--- config.mk ---
export PLATFORM = sky130hd
export DESIGN_NAME = breakpoint_match_control
export DESIGN_NICKNAME = d
export VERILOG_FILES = /design/src/pkg/bp_match_pkg.sv /design/src/core/trig_compare.sv /design/src/core/breakpoint_match_control.sv
export SDC_FILE = /design/constraint.sdc
export NUM_CORES = 1
export LEC_CHECK = 0
export BUFFER_PORTS_ARGS = -buffer_cell sky130_fd_sc_hd__buf_2
export CELL_PAD_IN_SITES_DETAIL_PLACEMENT = 1
export CELL_PAD_IN_SITES_GLOBAL_PLACEMENT = 2
export CORE_ASPECT_RATIO = 0.8
export CORE_UTILIZATION = 41
export DETAILED_ROUTE_END_ITERATION = 12
export HOLD_SLACK_MARGIN = 0.02
export PLACE_DENSITY = 0.92
export SLEW_MARGIN = 20
export SYNTH_ARGS = -nofsm -noshare
export SYNTH_HDL_FRONTEND = slang
export SYNTH_SLANG_ARGS = --single-unit
--- constraint.sdc ---
create_clock -name ref_clk -period 3.5 [get_ports ref_clk]
set_input_delay 0.175 -clock ref_clk [delete_from_list [all_inputs] [get_ports ref_clk]]
set_output_delay 0.175 -clock ref_clk [all_outputs]
set_load 0.01 [all_outputs]
--- src/pkg/bp_match_pkg.sv ---
package bp_match_pkg;

    // Trigger count and field geometry of the match control word.
    localparam int NUM_TRIG = 8;
    localparam int SEL_W = 3;
    localparam int LOAD_BIT = 0;
    localparam int STORE_BIT = 1;
    localparam int FETCH_BIT = 2;
    localparam int USER_BIT = 3;
    localparam int SUPER_BIT = 4;
    localparam int MACH_BIT = 6;
    localparam int MATCH_LSB = 7;
    localparam int MATCH_MSB = 10;
    localparam int CHAIN_BIT = 11;
    localparam int ACTION_LSB = 12;
    localparam int ACTION_MSB = 17;
    localparam int TIMING_BIT = 18;
    localparam int SELECT_BIT = 19;
    localparam int MASKMAX_LSB = 21;
    localparam int MASKMAX_MSB = 26;
    localparam int DMODE_BIT = 27;
    localparam int TYPE_LSB = 28;
    localparam int TYPE_MSB = 31;

    // Fixed and default values.
    localparam logic [3:0] TYPE_ADDR_MATCH = 4'h2;
    localparam logic [3:0] TYPE_ABSENT = 4'h0;
    localparam logic [5:0] MASKMAX_VAL = 6'h04;
    localparam int MASKMAX_DEF = 4;

    // Range kinds held in the match field.
    localparam logic [3:0] MATCH_EXACT = 4'h0;
    localparam logic [3:0] MATCH_NAPOT = 4'h1;
    localparam logic [3:0] MATCH_GE = 4'h2;
    localparam logic [3:0] MATCH_LT = 4'h3;

    // Actions on a successful match.
    localparam logic [5:0] ACT_EXCEPTION = 6'h00;
    localparam logic [5:0] ACT_DEBUG = 6'h01;

    // Privilege encodings.
    localparam logic [1:0] PRIV_USER = 2'h0;
    localparam logic [1:0] PRIV_SUPER = 2'h1;
    localparam logic [1:0] PRIV_MACH = 2'h3;

    // Register selector of the CSR access port.
    localparam logic [1:0] CSR_SELECT = 2'h0;
    localparam logic [1:0] CSR_WORD_ONE = 2'h1;
    localparam logic [1:0] CSR_WORD_TWO = 2'h2;
    localparam logic [1:0] CSR_WORD_THREE = 2'h3;

    typedef struct packed {
        logic valid;
        logic write;
        logic [1:0] sel;
        logic [31:0] wdata;
    } csr_req_t;

    typedef struct packed {
        logic valid;
        logic load;
        logic store;
        logic fetch;
        logic [1:0] priv;
        logic [31:0] addr;
    } access_t;

    typedef struct packed {
        logic loadEn;
        logic storeEn;
        logic fetchEn;
        logic userEn;
        logic superEn;
        logic machEn;
        logic [3:0] matchKind;
        logic chain;
        logic [5:0] action;
        logic dmode;
        logic [31:0] addr;
    } trig_cfg_t;

endpackage : bp_match_pkg

--- src/core/trig_compare.sv ---
`timescale 1ns/10ps
module trig_compare #(
    parameter int MASKMAX = bp_match_pkg::MASKMAX_DEF
) (
    // Trigger setup
    input wire bp_match_pkg::trig_cfg_t cfg,
    // Access under test
    input wire bp_match_pkg::access_t acc,
    // Result
    output logic hit
);

    logic kindOk;
    logic privOk;
    logic addrOk;
    logic [31:0] careMask;
    logic [MASKMAX-1:0] napotIgnore;

    // Trailing ones of the address word, below the lowest zero, widen the
    // ignored low bits; the run is cut at the largest supported range.
    assign napotIgnore[0] = 1'b1;
    genvar j;
    generate
        for (j = 1; j < MASKMAX; j++)
        begin : g_mask
            assign napotIgnore[j] = napotIgnore[j-1] & cfg.addr[j-1];
        end
    endgenerate

    always_comb
    begin
        careMask = '1;
        if (cfg.matchKind == bp_match_pkg::MATCH_NAPOT)
        begin
            careMask[MASKMAX-1:0] = ~napotIgnore;
        end
    end

    assign kindOk = (cfg.loadEn & acc.load) | (cfg.storeEn & acc.store)
        | (cfg.fetchEn & acc.fetch);
    assign privOk = (cfg.userEn & (acc.priv == bp_match_pkg::PRIV_USER))
        | (cfg.superEn & (acc.priv == bp_match_pkg::PRIV_SUPER))
        | (cfg.machEn & (acc.priv == bp_match_pkg::PRIV_MACH));

    always_comb
    begin
        case (cfg.matchKind)
            bp_match_pkg::MATCH_EXACT: addrOk = (acc.addr == cfg.addr);
            bp_match_pkg::MATCH_NAPOT:
                addrOk = ((acc.addr ^ cfg.addr) & careMask) == 32'h0;
            bp_match_pkg::MATCH_GE: addrOk = (acc.addr >= cfg.addr);
            bp_match_pkg::MATCH_LT: addrOk = (acc.addr < cfg.addr);
            default: addrOk = 1'b0;
        endcase
    end

    assign hit = acc.valid & kindOk & privOk & addrOk;

endmodule : trig_compare

--- src/core/breakpoint_match_control.sv ---
`timescale 1ns/10ps
module breakpoint_match_control #(
    parameter int NUM_TRIG = bp_match_pkg::NUM_TRIG,
    parameter int MASKMAX = bp_match_pkg::MASKMAX_DEF
) (
    // Clock, reset and enable
    input wire logic ref_clk,
    input wire logic resetn,
    input wire logic clkEn,
    // Hart mode
    input wire logic debugMode,
    // CSR access port
    input wire bp_match_pkg::csr_req_t csrReq,
    output logic csrDone_ff,
    output logic csrIllegal_ff,
    output logic [31:0] csrRdata_ff,
    // Pipeline access to check
    input wire bp_match_pkg::access_t access,
    // Match result
    output logic bpException_ff,
    output logic bpDebugEnter_ff,
    output logic [NUM_TRIG-1:0] bpFire_ff
);

    localparam int SEL_W = bp_match_pkg::SEL_W;

    bp_match_pkg::trig_cfg_t cfg_ff [NUM_TRIG];
    logic [SEL_W-1:0] select_ff;
    logic [NUM_TRIG-1:0] hit;
    logic [NUM_TRIG-1:0] fire;
    logic [31:0] curWord;
    logic blocked;
    logic accessOk;
    logic wrOne;
    logic wrTwo;
    bp_match_pkg::trig_cfg_t curCfg;

    assign curCfg = cfg_ff[select_ff];

    // A machine-mode touch of a debug-owned trigger's data words is refused.
    assign blocked = !debugMode && curCfg.dmode
        && (csrReq.sel != bp_match_pkg::CSR_SELECT);
    assign accessOk = clkEn && csrReq.valid && !blocked;
    assign wrOne = accessOk && csrReq.write
        && (csrReq.sel == bp_match_pkg::CSR_WORD_ONE);
    assign wrTwo = accessOk && csrReq.write
        && (csrReq.sel == bp_match_pkg::CSR_WORD_TWO);

    // Control word as read back; fixed fields are constants.
    always_comb
    begin
        curWord = 32'h0;
        curWord[bp_match_pkg::LOAD_BIT] = curCfg.loadEn;
        curWord[bp_match_pkg::STORE_BIT] = curCfg.storeEn;
        curWord[bp_match_pkg::FETCH_BIT] = curCfg.fetchEn;
        curWord[bp_match_pkg::USER_BIT] = curCfg.userEn;
        curWord[bp_match_pkg::SUPER_BIT] = curCfg.superEn;
        curWord[bp_match_pkg::MACH_BIT] = curCfg.machEn;
        curWord[bp_match_pkg::MATCH_MSB:bp_match_pkg::MATCH_LSB] =
            curCfg.matchKind;
        curWord[bp_match_pkg::CHAIN_BIT] = curCfg.chain;
        curWord[bp_match_pkg::ACTION_MSB:bp_match_pkg::ACTION_LSB] =
            curCfg.action;
        curWord[bp_match_pkg::MASKMAX_MSB:bp_match_pkg::MASKMAX_LSB] =
            bp_match_pkg::MASKMAX_VAL;
        curWord[bp_match_pkg::DMODE_BIT] = curCfg.dmode;
        if (!debugMode && curCfg.dmode)
        begin
            curWord[bp_match_pkg::TYPE_MSB:bp_match_pkg::TYPE_LSB] =
                bp_match_pkg::TYPE_ABSENT;
        end
        else
        begin
            curWord[bp_match_pkg::TYPE_MSB:bp_match_pkg::TYPE_LSB] =
                bp_match_pkg::TYPE_ADDR_MATCH;
        end
    end

    // The select index only takes values of implemented triggers.
    always_ff @(posedge ref_clk or negedge resetn)
    begin
        if (!resetn)
        begin
            select_ff <= '0;
        end
        else if (accessOk && csrReq.write
            && (csrReq.sel == bp_match_pkg::CSR_SELECT)
            && (csrReq.wdata < 32'(NUM_TRIG)))
        begin
            select_ff <= csrReq.wdata[SEL_W-1:0];
        end
    end

    genvar i;
    generate
        for (i = 0; i < NUM_TRIG; i++)
        begin : g_trig
            logic [5:0] wAct;
            logic [3:0] wMatch;
            logic selHere;

            assign selHere = (select_ff == SEL_W'(i));
            assign wAct = csrReq.wdata[bp_match_pkg::ACTION_MSB:
                bp_match_pkg::ACTION_LSB];
            assign wMatch = csrReq.wdata[bp_match_pkg::MATCH_MSB:
                bp_match_pkg::MATCH_LSB];

            always_ff @(posedge ref_clk or negedge resetn)
            begin
                if (!resetn)
                begin
                    cfg_ff[i] <= '0;
                end
                else if (wrOne && selHere)
                begin
                    cfg_ff[i].loadEn <= csrReq.wdata[bp_match_pkg::LOAD_BIT];
                    cfg_ff[i].storeEn <=
                        csrReq.wdata[bp_match_pkg::STORE_BIT];
                    cfg_ff[i].fetchEn <=
                        csrReq.wdata[bp_match_pkg::FETCH_BIT];
                    cfg_ff[i].userEn <= csrReq.wdata[bp_match_pkg::USER_BIT];
                    cfg_ff[i].superEn <=
                        csrReq.wdata[bp_match_pkg::SUPER_BIT];
                    cfg_ff[i].machEn <= csrReq.wdata[bp_match_pkg::MACH_BIT];
                    cfg_ff[i].chain <= csrReq.wdata[bp_match_pkg::CHAIN_BIT];
                    // Unsupported codes leave the field as it was.
                    if (wMatch <= bp_match_pkg::MATCH_LT)
                    begin
                        cfg_ff[i].matchKind <= wMatch;
                    end
                    if (wAct <= bp_match_pkg::ACT_DEBUG)
                    begin
                        cfg_ff[i].action <= wAct;
                    end
                    // Only debug code may claim or release a trigger.
                    if (debugMode)
                    begin
                        cfg_ff[i].dmode <=
                            csrReq.wdata[bp_match_pkg::DMODE_BIT];
                    end
                end
                else if (wrTwo && selHere)
                begin
                    cfg_ff[i].addr <= csrReq.wdata;
                end
            end

            trig_compare #(
                .MASKMAX(MASKMAX)
            ) u_cmp (
                .cfg(cfg_ff[i]),
                .acc(access),
                .hit(hit[i])
            );

            // A chained trigger only qualifies its upper neighbour.
            if (i == 0)
            begin : g_first
                assign fire[i] = hit[i] && !cfg_ff[i].chain;
            end
            else
            begin : g_rest
                assign fire[i] = hit[i] && !cfg_ff[i].chain
                    && (!cfg_ff[i-1].chain || hit[i-1]);
            end
        end
    endgenerate

    // CSR answer one cycle after the request.
    always_ff @(posedge ref_clk or negedge resetn)
    begin
        if (!resetn)
        begin
            csrDone_ff <= 1'b0;
            csrIllegal_ff <= 1'b0;
            csrRdata_ff <= 32'h0;
        end
        else if (clkEn)
        begin
            csrDone_ff <= csrReq.valid;
            csrIllegal_ff <= csrReq.valid && blocked;
            if (!csrReq.valid || blocked)
            begin
                csrRdata_ff <= 32'h0;
            end
            else
            begin
                case (csrReq.sel)
                    bp_match_pkg::CSR_SELECT:
                        csrRdata_ff <= 32'(select_ff);
                    bp_match_pkg::CSR_WORD_ONE: csrRdata_ff <= curWord;
                    bp_match_pkg::CSR_WORD_TWO: csrRdata_ff <= curCfg.addr;
                    default: csrRdata_ff <= 32'h0;
                endcase
            end
        end
    end

    // Triggers stay quiet while the hart is already in debug mode, so that
    // debug code cannot trap on its own accesses.
    always_ff @(posedge ref_clk or negedge resetn)
    begin
        if (!resetn)
        begin
            bpException_ff <= 1'b0;
            bpDebugEnter_ff <= 1'b0;
            bpFire_ff <= '0;
        end
        else if (clkEn)
        begin
            bpException_ff <= 1'b0;
            bpDebugEnter_ff <= 1'b0;
            bpFire_ff <= debugMode ? '0 : fire;
            if (!debugMode)
            begin
                for (int k = 0; k < NUM_TRIG; k++)
                begin
                    if (fire[k] && cfg_ff[k].action == bp_match_pkg::ACT_DEBUG)
                    begin
                        bpDebugEnter_ff <= 1'b1;
                    end
                end
                // Debug entry takes priority over the exception.
                if (|fire)
                begin
                    bpException_ff <= 1'b1;
                    for (int k = 0; k < NUM_TRIG; k++)
                    begin
                        if (fire[k]
                            && cfg_ff[k].action == bp_match_pkg::ACT_DEBUG)
                        begin
                            bpException_ff <= 1'b0;
                        end
                    end
                end
            end
        end
    end

endmodule : breakpoint_match_control

==> key figures <==
Timing
  • Hold slack: 0.0613 ns
  • Max Slew Vio Count: 0
  • Max-slew headroom: 0.407
  • Tcrit/Tclk final: 0.989
  • Final setup margin: 0.0368 ns
  • Clk_skew: 0.0200 ns
  • Fin crit period: 3.46 ns
  • Worst Max-Slew Pin Slew: 0.886 ns
  • Final setup fails: 0
  • Final Hold Viols: 0
  • Fmax: 289 MHz
  • TNS Setup: 0 ns

Floorplanning
  • Site Rows: 83
  • Boundary Pins: 122
  • Initial Util: 0.417
  • Core area: 64500 um2
  • Die Y: 231 um
  • Full die area: 66600 um2
  • Die width: 288 um

Synth
  • Multiplexer share of the synthesized area: 0.157
  • Synth Area in Adders: 0.119
  • XOR/XNOR share of the synthesized area: 0.000652
  • Post-synth EDFFs: 0
  • Syn Area/Cell: 10.3 um2
  • Ys async rst share: 1.00
  • Syn Std Cell Area: 26900 um2
  • Largest family of logic cells by synthesized area: multiplexers
  • Post-Syn Nets: 2944
  • Post-synth cell types: 78
  • Sequential element share of the synthesized area: 0.416
  • Synth Area in Compound Gates: 0.130
  • Yosys warns: 0
  • Yosys reg bits: 447
  • Mapped Cells: 2610
  • Predominant post-synthesis flop cell: dfrtp_1
  • Simple-Gate Fraction of Synth Area: 0.119

Final layout
  • P&R area growth vs syn: 18.6%
  • Fillers: 7025
  • Commonest cells after routing, fill and taps aside: dfrtp_1, nand2_1, o21ai_0
  • Finished Layout Cells: 3716
  • Commonest non-fill, non-tap cell in the layout: dfrtp_1
  • Final #Nets: 3158
  • Share of cells above drive strength 1: 0.235
  • Register cell area after layout: 11200 um2
  • Multi-input logic area: 14600 um2

Global routing
  • Initial antenna violation count: 4
  • Vias in the first global route: 23800
  • All-Layer GR Usage: 0.314
  • First-pass GRT wire length: 156 mm
  • Largest net degree at the start of global routing: 116
  • Grt ovf: 0

Placed design
  • Routability cong.: 0.973
  • Cell count after placement: 3571
  • Post-Place Setup Slack: -0.244 ns
  • # port buffers: 121
  • Post-DP HPWL: 75.9 mm

Hold path
  • Type of the worst min-delay path: input port to async pin

Critical path
  • WS Path Type: flip-flop to flip-flop
  • Reg2reg setup slack: 0.04 ns
  • R2r worst-path depth: 11
  • Critical path endpoint category: flip-flop
  • Crit Reg-Reg Endpoint: bpException_ff$_DFFE_PN0P_
  • Reg2reg start: cfg_ff[155]$_DFFE_PN0P_
  • Critical path arrival: 3.96 ns
  • Critical Path Source Type: flip-flop
  • Worst EP required: 4.00 ns
  • Crit Path Max Fanout: 4

Detailed routing
  • Via-to-Cell Ratio: 6.13
  • Initial DRC count: 1967
  • Detail Route Antenna Nets: 0
  • DR pass1 iterations: 12
  • DRC errors left: 7
  • Vias: 22800
  • Post-DR wirelength/cell: 27.9 um
  • Routed WL: 104 mm

Clock tree
  • Clock Path Buffers: 3
  • Worst-path clk slew: 0.06 ns
  • Clock sinks: 447
  • Worst skew pair latency: 0.61 ns
  • CTS Buf Count: 51
  • CTS tree: yes
  • CTS H-tree depth: 2
  • Clock root cell: clkbuf_16

Power
  • P per Cell Area: 419 nW/um2
  • Max IR drop VDD: 0.327 mV
  • Power, Total: 13400 uW
  • P_leak: 0.0150 uW

Job
  • MaxCap Viol Count: 0

Outcome
  • Failing checks: design-rule violations
  • Status: finished with violations
-- timing repair --
action | CTS | global route
pin swaps | 8 | 31
gates resized for setup | 14 | 69
cloned | 0 | 0
setup buffers | 3 | 20
hold endpoints to repair | 528 | 0
endpoints found under the setup margin | 2 | 4
hold buffers | 29 | 0
-- cell type report --
type | instances | share of cell area
diodes | 1 | 0.0000785
clock buffers | 73 | 0.0471
clock inverters | 21 | 0.0118
inverters | 265 | 0.0312
multi-input cells | 1764 | 0.458
flip-flops and latches | 447 | 0.351
well taps | 850 | 0.0334
repair buffers | 295 | 0.0675
-- report_power, final --
part	internal [uW]	leakage (uW)	switching (uW)
sequential	5320	0.00503	130
clock	3720	0.000923	2390
combinational	755	0.00905	1050
total	9790	0.0150	3570
-- flip-flops by register name, summed over array words and instances (netlist names) --
| name | cells |
|---|---|
| bpException_ff | 1 |
| bpDebugEnter_ff | 1 |
| bpFire_ff | 8 |
| csrDone_ff | 1 |
| cfg_ff | 400 |
| csrRdata_ff | 32 |
| csrIllegal_ff | 1 |
| select_ff | 3 |
-- worst max path at each step --
stage	startpoint	to	slack [ns]	depth (start not counted)
floorplan	cfg_ff[364]$_DFFE_PN0P_	bpException_ff$_DFFE_PN0P_	0.50	12
global placement	access[15]	bpDebugEnter_ff$_DFFE_PN0P_	-0.19	16
detailed placement	access[15]	bpException_ff$_DFFE_PN0P_	-0.24	15
CTS	cfg_ff[364]$_DFFE_PN0P_	bpException_ff$_DFFE_PN0P_	0.0002	14
global route	cfg_ff[223]$_DFFE_PN0P_	bpDebugEnter_ff$_DFFE_PN0P_	-0.05	12
finish	cfg_ff[155]$_DFFE_PN0P_	bpException_ff$_DFFE_PN0P_	0.04	11
-- Yosys cell counts, drive strengths merged (56+ instances only) --
cell type / number / area, um2
and2: 59 / 369
nand2: 341 / 1280
nor2: 68 / 275
o21ai: 279 / 1400
mux2: 129 / 1570
a21oi: 110 / 551
ha: 256 / 3200
dfrtp: 447 / 11200
nand4: 56 / 365
inv: 264 / 991
mux4: 100 / 2250
clkbuf: 87 / 327
-- cells by family after synthesis --
| logic type | Yosys count |
|---|---|
| and+or+nand+nor | 660 |
| AOI/OAI and AO/OA | 576 |
| DFF | 447 |
| buffers and inverters | 399 |
| muxes | 270 |
| adders and majority gates | 256 |
| xor gates and xnor gates | 2 |
-- metrics by stage --
stage                util  instance area [um2]
floorplan               -                26900
global placement    0.452                29100
detailed placement  0.452                29100
CTS                 0.487                31400
global route        0.494                31900
finish              0.494                31900
-- routing by layer --
| metal | routed length (um) | vias to the layer above | part of all wire | track usage |
|---|---|---|---|---|
| li1 | - | 9776 | - | - |
| met1 | 44800 | 11900 | 0.43 | 0.442 |
| met2 | 46300 | 881 | 0.45 | 0.478 |
| met3 | 9070 | 180 | 0.087 | 0.0695 |
| met4 | 3500 | 4 | 0.034 | 0.102 |
| met5 | 29 | - | 0.00028 | 0 |
-- worst max-delay path: stages, from the launching register on --
cell and delay (ns):
dfrtp_1 0.39, inv_2 0.09, ha_4 0.21, a21oi_4 0.15
o21ai_2 0.09, a2111o_1 0.56, o311a_1 0.45, or4_1 0.48
a311o_1 0.40, nor3_2 0.20, a2111oi_2 0.10, a22o_1 0.22
Note: power is estimated with default switching activity, not from simulation.
